===== src/common/asps_defs.svh =====
// Register offsets, field positions and reset values of the alarm status block.
`ifndef ASPS_DEFS_SVH
`define ASPS_DEFS_SVH

// Byte offsets on the serial configuration port.
`define ASPS_OFS_IRQ_ENABLE   16'h0079
`define ASPS_OFS_STICKY       16'h0200
`define ASPS_OFS_STICKY_RSVD  16'h0201
`define ASPS_OFS_REF_STATUS   16'h0202
`define ASPS_OFS_LOCK_STATE   16'h0203

// Bit positions shared by the sticky byte and the enable byte.
`define ASPS_BIT_LOCK_LOSS    6
`define ASPS_BIT_HOLDOVER     4
`define ASPS_BIT_REF1_LOSS    1
`define ASPS_BIT_REF0_LOSS    0

// Bit positions of the live loop status bytes.
`define ASPS_BIT_NO_REF       3
`define ASPS_BIT_LOCKED       4
// Top bit of the selected reference code and of the loop state code.
`define ASPS_REF_CODE_MSB     2
`define ASPS_STATE_CODE_MSB   1

// Reset values and the zero byte used for reserved and unmapped reads.
`define ASPS_STICKY_RESET     4'h0
`define ASPS_ENABLE_RESET     4'h0
`define ASPS_BYTE_ZERO        8'h00

`endif


===== src/common/asps_pkg.sv =====
// Types shared by the alarm sticky status and loop state block.
package asps_pkg;
    // One byte of register data.
    typedef logic [7:0]  asps_byte_t;
    // Register address on the serial configuration port.
    typedef logic [15:0] asps_addr_t;
    // Four tracked alarms: lock loss, holdover, ref1 loss, ref0 loss.
    typedef logic [3:0]  asps_alarm_t;
    // Selected reference code of the loop.
    typedef logic [2:0]  asps_ref_code_t;
    // Loop state code: 01 free-run, 10 tracking, 11 holdover.
    typedef logic [1:0]  asps_state_code_t;
endpackage


===== src/logic/asps_status.sv =====
// Alarm sticky flags, interrupt enables and live loop status registers.
//
// Notes on behaviour
// - Any tracked alarm sets its sticky bit.
// - Sticky bit holds until software clears it.
// - Write one clears, zero keeps, reads current.
// - Lock loss sticky at bit 6, byte 0200.
// - Holdover sticky at bit 4, byte 0200.
// - Reference loss stickies at bits 1 and 0.
// - Loop status bytes show live state unlatched.
// - Live fields are not one snapshot.
// - No-reference flag high when none is valid.
// - Selected reference code 100, 101, else none.
// - Lock indicator below threshold, never in synthesizer.
// - Loop state code 01, 10, 11.
// - Enable bit gates each sticky onto interrupt.
// - Interrupt low one cycle after any enabled sticky set.
`timescale 1ns/1ns
`include "asps_defs.svh"

module asps_status (
    input  wire logic                      clock,
    input  wire logic                      sys_rst,
    input  wire asps_pkg::asps_addr_t      reg_addr,
    input  wire logic                      reg_wr,
    input  wire asps_pkg::asps_byte_t      reg_wdata,
    input  wire logic                      reg_rd,
    input  wire logic                      lock_loss_alarm,
    input  wire logic                      holdover_alarm,
    input  wire logic                      ref0_loss_alarm,
    input  wire logic                      ref1_loss_alarm,
    input  wire logic                      no_valid_ref,
    input  wire asps_pkg::asps_ref_code_t  selected_reference_code,
    input  wire logic                      phase_error_below_limit,
    input  wire logic                      synth_mode,
    input  wire asps_pkg::asps_state_code_t loop_state_code,
    output logic                           reg_rvalid,
    output asps_pkg::asps_byte_t           reg_rdata,
    output logic                           irq_out_n
);
    import asps_pkg::*;

    ////////////////////////////////////////////////////////////////////////
    // Address decode and write data routing.

    // Register selects, one per mapped byte.
    wire logic        sel_enable;
    wire logic        sel_sticky;
    wire logic        sel_ref_status;
    wire logic        sel_lock_state;
    // Write strobes; the live status bytes get none, so writes there die.
    wire logic        wr_enable;
    wire logic        wr_sticky;
    // Incoming alarms packed in sticky order.
    wire asps_alarm_t alarm_evt;
    // Write data bits that land on the four tracked positions.
    wire asps_alarm_t wdata_bits;
    // Live lock indication.
    wire logic        loop_locked;

    assign sel_enable      = (reg_addr == `ASPS_OFS_IRQ_ENABLE);
    assign sel_sticky      = (reg_addr == `ASPS_OFS_STICKY);
    assign sel_ref_status  = (reg_addr == `ASPS_OFS_REF_STATUS);
    assign sel_lock_state  = (reg_addr == `ASPS_OFS_LOCK_STATE);
    assign wr_enable       = reg_wr & sel_enable;
    assign wr_sticky       = reg_wr & sel_sticky;

    assign alarm_evt  = {lock_loss_alarm, holdover_alarm,
                         ref1_loss_alarm, ref0_loss_alarm};
    // Reserved bits of the written byte are ignored, whatever software sends.
    assign wdata_bits = {reg_wdata[`ASPS_BIT_LOCK_LOSS],
                         reg_wdata[`ASPS_BIT_HOLDOVER],
                         reg_wdata[`ASPS_BIT_REF1_LOSS],
                         reg_wdata[`ASPS_BIT_REF0_LOSS]};

    assign loop_locked = phase_error_below_limit & ~synth_mode;

    ////////////////////////////////////////////////////////////////////////
    // Sticky alarm flags and interrupt enables.

    // Sticky flags: [3] lock loss, [2] holdover, [1] ref1, [0] ref0.
    asps_alarm_t sticky_q;
    asps_alarm_t sticky_d;
    // Interrupt enables in the same order.
    asps_alarm_t enable_q;
    asps_alarm_t enable_d;
    // Bits that software clears this cycle.
    wire asps_alarm_t clear_bits;

    assign clear_bits = wr_sticky ? wdata_bits : `ASPS_STICKY_RESET;
    assign sticky_d   = (sticky_q & ~clear_bits) | alarm_evt;
    assign enable_d   = wr_enable ? wdata_bits : enable_q;

    always_ff @(posedge clock) begin
        if (sys_rst) begin
            sticky_q <= `ASPS_STICKY_RESET;
            enable_q <= `ASPS_ENABLE_RESET;
        end else begin
            sticky_q <= sticky_d;
            enable_q <= enable_d;
        end
    end

    ////////////////////////////////////////////////////////////////////////
    // Interrupt output.

    // Enabled sticky bits; the output lags the flags by one cycle.
    wire logic irq_pending;

    assign irq_pending = |(sticky_q & enable_q);

    always_ff @(posedge clock) begin
        if (sys_rst) begin
            irq_out_n <= 1'b1;
        end else begin
            irq_out_n <= ~irq_pending;
        end
    end

    ////////////////////////////////////////////////////////////////////////
    // Read data assembly.

    // Assembled bytes; reserved bits read zero.
    asps_byte_t byte_sticky;
    asps_byte_t byte_enable;
    asps_byte_t byte_ref;
    asps_byte_t byte_lock;
    wire asps_byte_t read_mux;

    always_comb begin
        byte_sticky = `ASPS_BYTE_ZERO;
        byte_sticky[`ASPS_BIT_LOCK_LOSS] = sticky_q[3];
        byte_sticky[`ASPS_BIT_HOLDOVER]  = sticky_q[2];
        byte_sticky[`ASPS_BIT_REF1_LOSS] = sticky_q[1];
        byte_sticky[`ASPS_BIT_REF0_LOSS] = sticky_q[0];
        byte_enable = `ASPS_BYTE_ZERO;
        byte_enable[`ASPS_BIT_LOCK_LOSS] = enable_q[3];
        byte_enable[`ASPS_BIT_HOLDOVER]  = enable_q[2];
        byte_enable[`ASPS_BIT_REF1_LOSS] = enable_q[1];
        byte_enable[`ASPS_BIT_REF0_LOSS] = enable_q[0];
    end

    // fields sampled apart
    // Fields are taken separately, so a read during a change may mix them.
    always_comb begin
        byte_ref = `ASPS_BYTE_ZERO;
        byte_ref[`ASPS_BIT_NO_REF] = no_valid_ref;
        byte_ref[`ASPS_REF_CODE_MSB:0] = selected_reference_code;
        byte_lock = `ASPS_BYTE_ZERO;
        byte_lock[`ASPS_BIT_LOCKED] = loop_locked;
        byte_lock[`ASPS_STATE_CODE_MSB:0] = loop_state_code;
    end

    // Unmapped and reserved addresses read zero.
    assign read_mux = sel_sticky     ? byte_sticky :
                      sel_enable     ? byte_enable :
                      sel_ref_status ? byte_ref    :
                      sel_lock_state ? byte_lock   : `ASPS_BYTE_ZERO;

    // Read answer one cycle after the request; the byte holds until the next.
    always_ff @(posedge clock) begin
        if (sys_rst) begin
            reg_rdata  <= `ASPS_BYTE_ZERO;
            reg_rvalid <= 1'b0;
        end else begin
            reg_rvalid <= reg_rd;
            if (reg_rd) begin
                reg_rdata <= read_mux;
            end
        end
    end

    ////////////////////////////////////////////////////////////////////////
    // Assertions and cover points.

    property p_alarm_sets;
        @(posedge clock) disable iff (sys_rst)
        lock_loss_alarm |=> sticky_q[3];
    endproperty
    a_alarm_sets: assert property (p_alarm_sets)
        else $error("lock loss alarm did not set its flag");

    property p_flag_holds;
        @(posedge clock) disable iff (sys_rst)
        (sticky_q[2] && !(wr_sticky && reg_wdata[`ASPS_BIT_HOLDOVER]))
        |=> sticky_q[2];
    endproperty
    a_flag_holds: assert property (p_flag_holds)
        else $error("holdover flag dropped without a clear");

    property p_clear_one;
        @(posedge clock) disable iff (sys_rst)
        (wr_sticky && reg_wdata[`ASPS_BIT_REF0_LOSS] && !ref0_loss_alarm)
        |=> !sticky_q[0];
    endproperty
    a_clear_one: assert property (p_clear_one)
        else $error("write one did not clear ref0 flag");

    property p_read_sticky;
        @(posedge clock) disable iff (sys_rst)
        (reg_rd && sel_sticky) |=>
        reg_rvalid && reg_rdata[`ASPS_BIT_LOCK_LOSS] == $past(sticky_q[3])
        && reg_rdata[`ASPS_BIT_REF1_LOSS] == $past(sticky_q[1]);
    endproperty
    a_read_sticky: assert property (p_read_sticky)
        else $error("sticky byte read back wrong");

    property p_set_wins;
        @(posedge clock) disable iff (sys_rst)
        (wr_sticky && reg_wdata[`ASPS_BIT_HOLDOVER] && holdover_alarm)
        |=> sticky_q[2];
    endproperty
    a_set_wins: assert property (p_set_wins)
        else $error("clear beat a same cycle holdover alarm");

    property p_lock_live;
        @(posedge clock) disable iff (sys_rst)
        (reg_rd && sel_lock_state) |=>
        reg_rdata[`ASPS_BIT_LOCKED] ==
        $past(phase_error_below_limit && !synth_mode)
        && reg_rdata[1:0] == $past(loop_state_code);
    endproperty
    a_lock_live: assert property (p_lock_live)
        else $error("lock byte does not follow the loop");

    property p_ref_live;
        @(posedge clock) disable iff (sys_rst)
        (reg_rd && sel_ref_status) |=>
        reg_rdata[`ASPS_BIT_NO_REF] == $past(no_valid_ref)
        && reg_rdata[2:0] == $past(selected_reference_code);
    endproperty
    a_ref_live: assert property (p_ref_live)
        else $error("reference byte does not follow the loop");

    property p_irq_low;
        @(posedge clock) disable iff (sys_rst)
        (|(sticky_q & enable_q)) |=> !irq_out_n;
    endproperty
    a_irq_low: assert property (p_irq_low)
        else $error("interrupt not asserted for enabled flag");

    property p_irq_masked;
        @(posedge clock) disable iff (sys_rst)
        (enable_q == `ASPS_ENABLE_RESET) |=> irq_out_n;
    endproperty
    a_irq_masked: assert property (p_irq_masked)
        else $error("interrupt asserted with all enables off");

    property p_status_write_ignored;
        @(posedge clock) disable iff (sys_rst)
        (reg_wr && (sel_ref_status || sel_lock_state) && !(|alarm_evt))
        |=> $stable(sticky_q) && $stable(enable_q);
    endproperty
    a_status_write_ignored: assert property (p_status_write_ignored)
        else $error("write to status byte changed a register");

    c_clear: cover property (@(posedge clock) disable iff (sys_rst)
        sticky_q[3] ##1 wr_sticky ##1 !sticky_q[3]);
    c_irq: cover property (@(posedge clock) disable iff (sys_rst)
        irq_out_n ##1 !irq_out_n);
    c_collide: cover property (@(posedge clock) disable iff (sys_rst)
        wr_sticky && reg_wdata[`ASPS_BIT_HOLDOVER] && holdover_alarm);
    c_lock_read: cover property (@(posedge clock) disable iff (sys_rst)
        reg_rvalid && reg_rdata[`ASPS_BIT_LOCKED]);
endmodule


===== config.mk =====
export PLATFORM = sky130hd
export DESIGN_NAME = asps_status
export DESIGN_NICKNAME = d
export VERILOG_FILES = /design/src/common/asps_pkg.sv /design/src/logic/asps_status.sv
export VERILOG_INCLUDE_DIRS = /design/src /design/src/common
export SDC_FILE = /design/constraint.sdc
export NUM_CORES = 1
export LEC_CHECK = 0
export ABC_CLOCK_PERIOD_IN_PS = 4820
export BUFFER_PORTS_ARGS = -buffer_cell sky130_fd_sc_hd__clkbuf_2
export CAP_MARGIN = 30
export CORE_ASPECT_RATIO = 1.1
export CORE_MARGIN = 3
export CORE_UTILIZATION = 46
export CTS_CLUSTER_SIZE = 8
export DETAILED_ROUTE_END_ITERATION = 8
export PLACE_DENSITY = 0.94
export RECOVER_POWER = 50
export SYNTH_ARGS = -nofsm -noshare
export SYNTH_HDL_FRONTEND = slang
export SYNTH_SLANG_ARGS = --single-unit

===== constraint.sdc =====
create_clock -name clock -period 4.82 [get_ports clock]
set_clock_uncertainty 0.05 [all_clocks]
set_input_delay 1.446 -clock clock [delete_from_list [all_inputs] [get_ports clock]]
set_output_delay 1.446 -clock clock [all_outputs]
set_load 0.02 [all_outputs]

* After elaboration in Yosys (flattened, before gate mapping) *
Index checks and enable logic that the tools add are counted.

operators by class
  eq/ne operators = 4
  mux-type cells = 5
  bitwise gates (word level) = 9
  reductions and logical operators = 1

operators by type and width
  cell                                                                     count
  16-bit by 10-bit equality test with 1-bit output, second input constant  3
  16-bit by 7-bit equality test with 1-bit output, second input constant   1
  7-bit two-way mux                                                        2
  5-bit two-way mux                                                        2
  4-bit AND                                                                2
  4-bit two-way mux                                                        1
  4-bit NOT                                                                1
  4-bit bitwise OR                                                         1
  4-bit OR reduction                                                       1
  1-bit AND                                                                3
  1-bit NOT                                                                2

word-level totals
  register bits = 18
  bits of input ports = 40

* Depth between registers and ports, before layout *
  word-level depth = 6
  mapped depth = 4
  mapped depth without buffers = 4

* Worst setup path after synthesis *
OpenSTA, ideal clock, no wires.

  path type = input-to-reg
  from = input reg_addr[8]
  to = register sticky_q[1]
  library setup time = 0.135 ns
  arrival = 2.390 ns
  data required time = 4.635 ns
  setup slack = 2.245 ns
  stages = 4
  path through = nor3_1 -> nand4_1 -> nor3b_2 -> a311oi_1

between the ends
  cells in the longest elaborated chain, start to end = 6

RTL lines
  item                                                               RTL line           RTL
  start: declaration                                                 asps_status.sv:24  input wire asps_pkg::asps_addr_t reg_addr,
  16-bit by 10-bit equality test with 1-bit output (no source line)  n/a
  1-bit AND                                                          asps_status.sv:66  assign wr_sticky = reg_wr & sel_sticky;
  4-bit two-way mux (no source line)                                 n/a
  4-bit NOT                                                          asps_status.sv:91  assign sticky_d = (sticky_q & ~clear_bits) | alarm_evt;
  4-bit AND                                                          asps_status.sv:91
  4-bit bitwise OR                                                   asps_status.sv:91
  end signal: assignment                                             asps_status.sv:96  sticky_q <= `ASPS_STICKY_RESET;
  end signal: assignment                                             asps_status.sv:99  sticky_q <= sticky_d;
  end: declaration                                                   asps_status.sv:82  asps_alarm_t sticky_q;

No other way between the ends.
A chain may end at the register's enable or synchronous reset.

* Worst setup path in the final report *
Ends and elaborated chain as after synthesis.

==> reports/qor.csv <==
metric,value,unit
largest cells by area after synthesis,"dfxtp_1, nand4_1, a21oi_1, a311oi_1, nor2b_1",
leakage,0.4472,nW
Int Power,0.1980,mW
Yosys warnings,0,
vias in the first global route,950,
Reg power frac,52.5,%
mapped cell area,868.3,um^2
Slew headroom,59.61,%
total routed wirelength,2289,um
Die W,47.43,um
ys flop type,dfxtp_1,
outcome,"complete, no violations",
syn_area_per_cell,8.861,um^2
WS Path Type,in -> reg,
DRC,0,
Buffers on Ports,43,
leading area contributor after synthesis,dfxtp_1,
Fin Setup TNS,0,ns
register area share after synthesis,36.89,%
CP Data Arrival Time,2.71,ns
Worst-Margin Slew,0.6059,ns
Synth Instances,98,
FMAX,382.8,MHz
die area,2446,um^2
clock share of power,33.5,%
Longest Clk Path Bufs,2,
Final Hold Fails,0,
n_diodes,0,
detailed placement HPWL,1833,um
ys async rst share,0,%
I/O Pins,50,
Post-synth EDFFs,0,
peak supply drop,0.0001377,V
most frequent cells in the layout,"clkbuf_2, dfxtp_1, clkbuf_1",
initial antenna violation count,0,
Nets,183,
clock sinks,16,
Tmin final,2.612,ns
largest net degree at the start of global routing,15,
crit path launch type,input pin,
Final Instance Area,1109,um^2
Starting DRT DRC Count,23,
Layout Area Growth over Synthesis,27.67,%
row count,15,
drt first pass iters,5,
Setup Viol. Count Final,0,
share of layout cells above drive strength 1,30.28,%
Area after DPL,1086,um^2
last weighted congestion value of the routability-driven placer,0.8670,
unrepaired setup endpoints after global routing,false,
Hold Buf Count CTS,0,
drt wl/cell,14.40,um
Worst Hold Class,reg -> reg,
post-CTS setup buffers,0,
"commonest non-fill, non-tap cell in the layout",clkbuf_2,
CTS Root Cell,clkbuf_4,
TritonCTS clock tree,yes,
total of max-cap violations,0,
Sw Share,24.71,%
Final Max Tran Viols,0,
Via density,6.189,
library cells used by synthesis,33,
P per Cell Area,237.3,nW/um^2
fin crit share,54.20,%
Worst EP required,4.92,ns
H-Tree Level Count,1,
filler cell count,146,
worst-skew pair later-pin latency,0.29,ns
GRT Total Usage,20.52,%
Worst Path Max Fanout,5,
multi-input logic area,513.0,um^2
"antenna viol nets, final",0,
core area,1670,um^2
#FFs+latches synth,16,
register area,320.3,um^2
grt ovf,0,
clk slew on worst S/H paths,0.09,ns
Synth top area share,36.89,%
via count,984,
NetSw,0.06498,mW
Combinational Power Share,14.0,%
Num CTS Buffers,3,
Crit. End Element,flop,
post-CTS sizing,0,
starting density of the core,51.99,%
Die Span Y,51.57,um
first-pass GRT wire length,3691,um
cells by family (layout without fill, tap and decap cells):
logic type,Yosys count,after routing,synth area share (%)
other,1,2,0.4319
flip-flops,16,16,36.89
AND/OR/NAND/NOR,46,46,37.32
buffers and inverters,8,51,4.322
AO/OA/AOI/OAI,27,27,21.04
sequential cells by signal, indices dropped and copies added (netlist names):
name and flops:
sticky_q 4, reg_rvalid 1, enable_q 4, reg_rdata 6, irq_out_n 1
Yosys cell counts (all sizes together) (3+ instances only):
cell type  count
o21ai          6
nor2           7
nand4b         3
nor2b          5
inv            4
nand2          3
nand3          5
a21oi          8
a311oi         5
dfxtp         16
nand4          8
power by group through the flow:
| stage | clock [mW] | combinational, mW | sequential [mW] |
|---|---|---|---|
| after floorplan | 0 | 0.0154 | 0.141 |
| after global placement | 0 | 0.0355 | 0.141 |
| after detailed placement | 0 | 0.0371 | 0.141 |
| after CTS | 0.0878 | 0.0373 | 0.138 |
| after global routing | 0.0950 | 0.0410 | 0.138 |
| final | 0.0882 | 0.0367 | 0.138 |
worst max-delay path: stages:
cell and delay, ns:
clkbuf_2 0.08, nor3_1 0.37, nand4_1 0.30, nor3b_2 0.38
a311oi_1 0.14
metal layers:
| metal | vias to the layer above | wire [um] | global-route usage (%) |
|---|---|---|---|
| met1 | 467 | 854 | 22.44 |
| li1 | 463 | - | - |
| met3 | 8 | 197 | 5.190 |
| met2 | 46 | 1177 | 34.82 |
| met4 | 0 | 60 | 10.60 |
| met5 | - | 0 | 0 |
path summary, 6_finish.rpt:
kind                 from      endpoint  slack (ns)  cells after the start
min          reg_rdata[3]  reg_rdata[3]        0.42                      2
max           reg_addr[8]   sticky_q[1]        2.21                      5
max reg2reg   enable_q[3]  reg_rdata[6]        3.79                      3
min reg2reg  reg_rdata[3]  reg_rdata[3]        0.42                      2
stage by stage:
step	instances	power [mW]	setup WS (ns)	hold WS, ns	utilization [%]
6_report	159	0.2630	2.208	0.4246	66.37
2_1_floorplan	99	0.1565	2.245	0.4085	-
5_1_grt	159	0.2743	2.056	0.4594	66.37
3_5_place_dp	155	0.1780	1.893	0.4127	65.02
3_3_place_gp	155	0.1763	1.994	0.3884	65.02
4_1_cts	159	0.2629	2.216	0.4290	67.19
final cells by class:
class	instances	area share (%)
Clock buffer	4	3.273
Inverter	4	1.354
Multi-Input combinational cell	75	46.28
Sequential cell	16	28.89
Tap cell	17	1.919
Timing Repair Buffer	43	18.28
No activity file was read; power rests on OpenSTA's default activity.
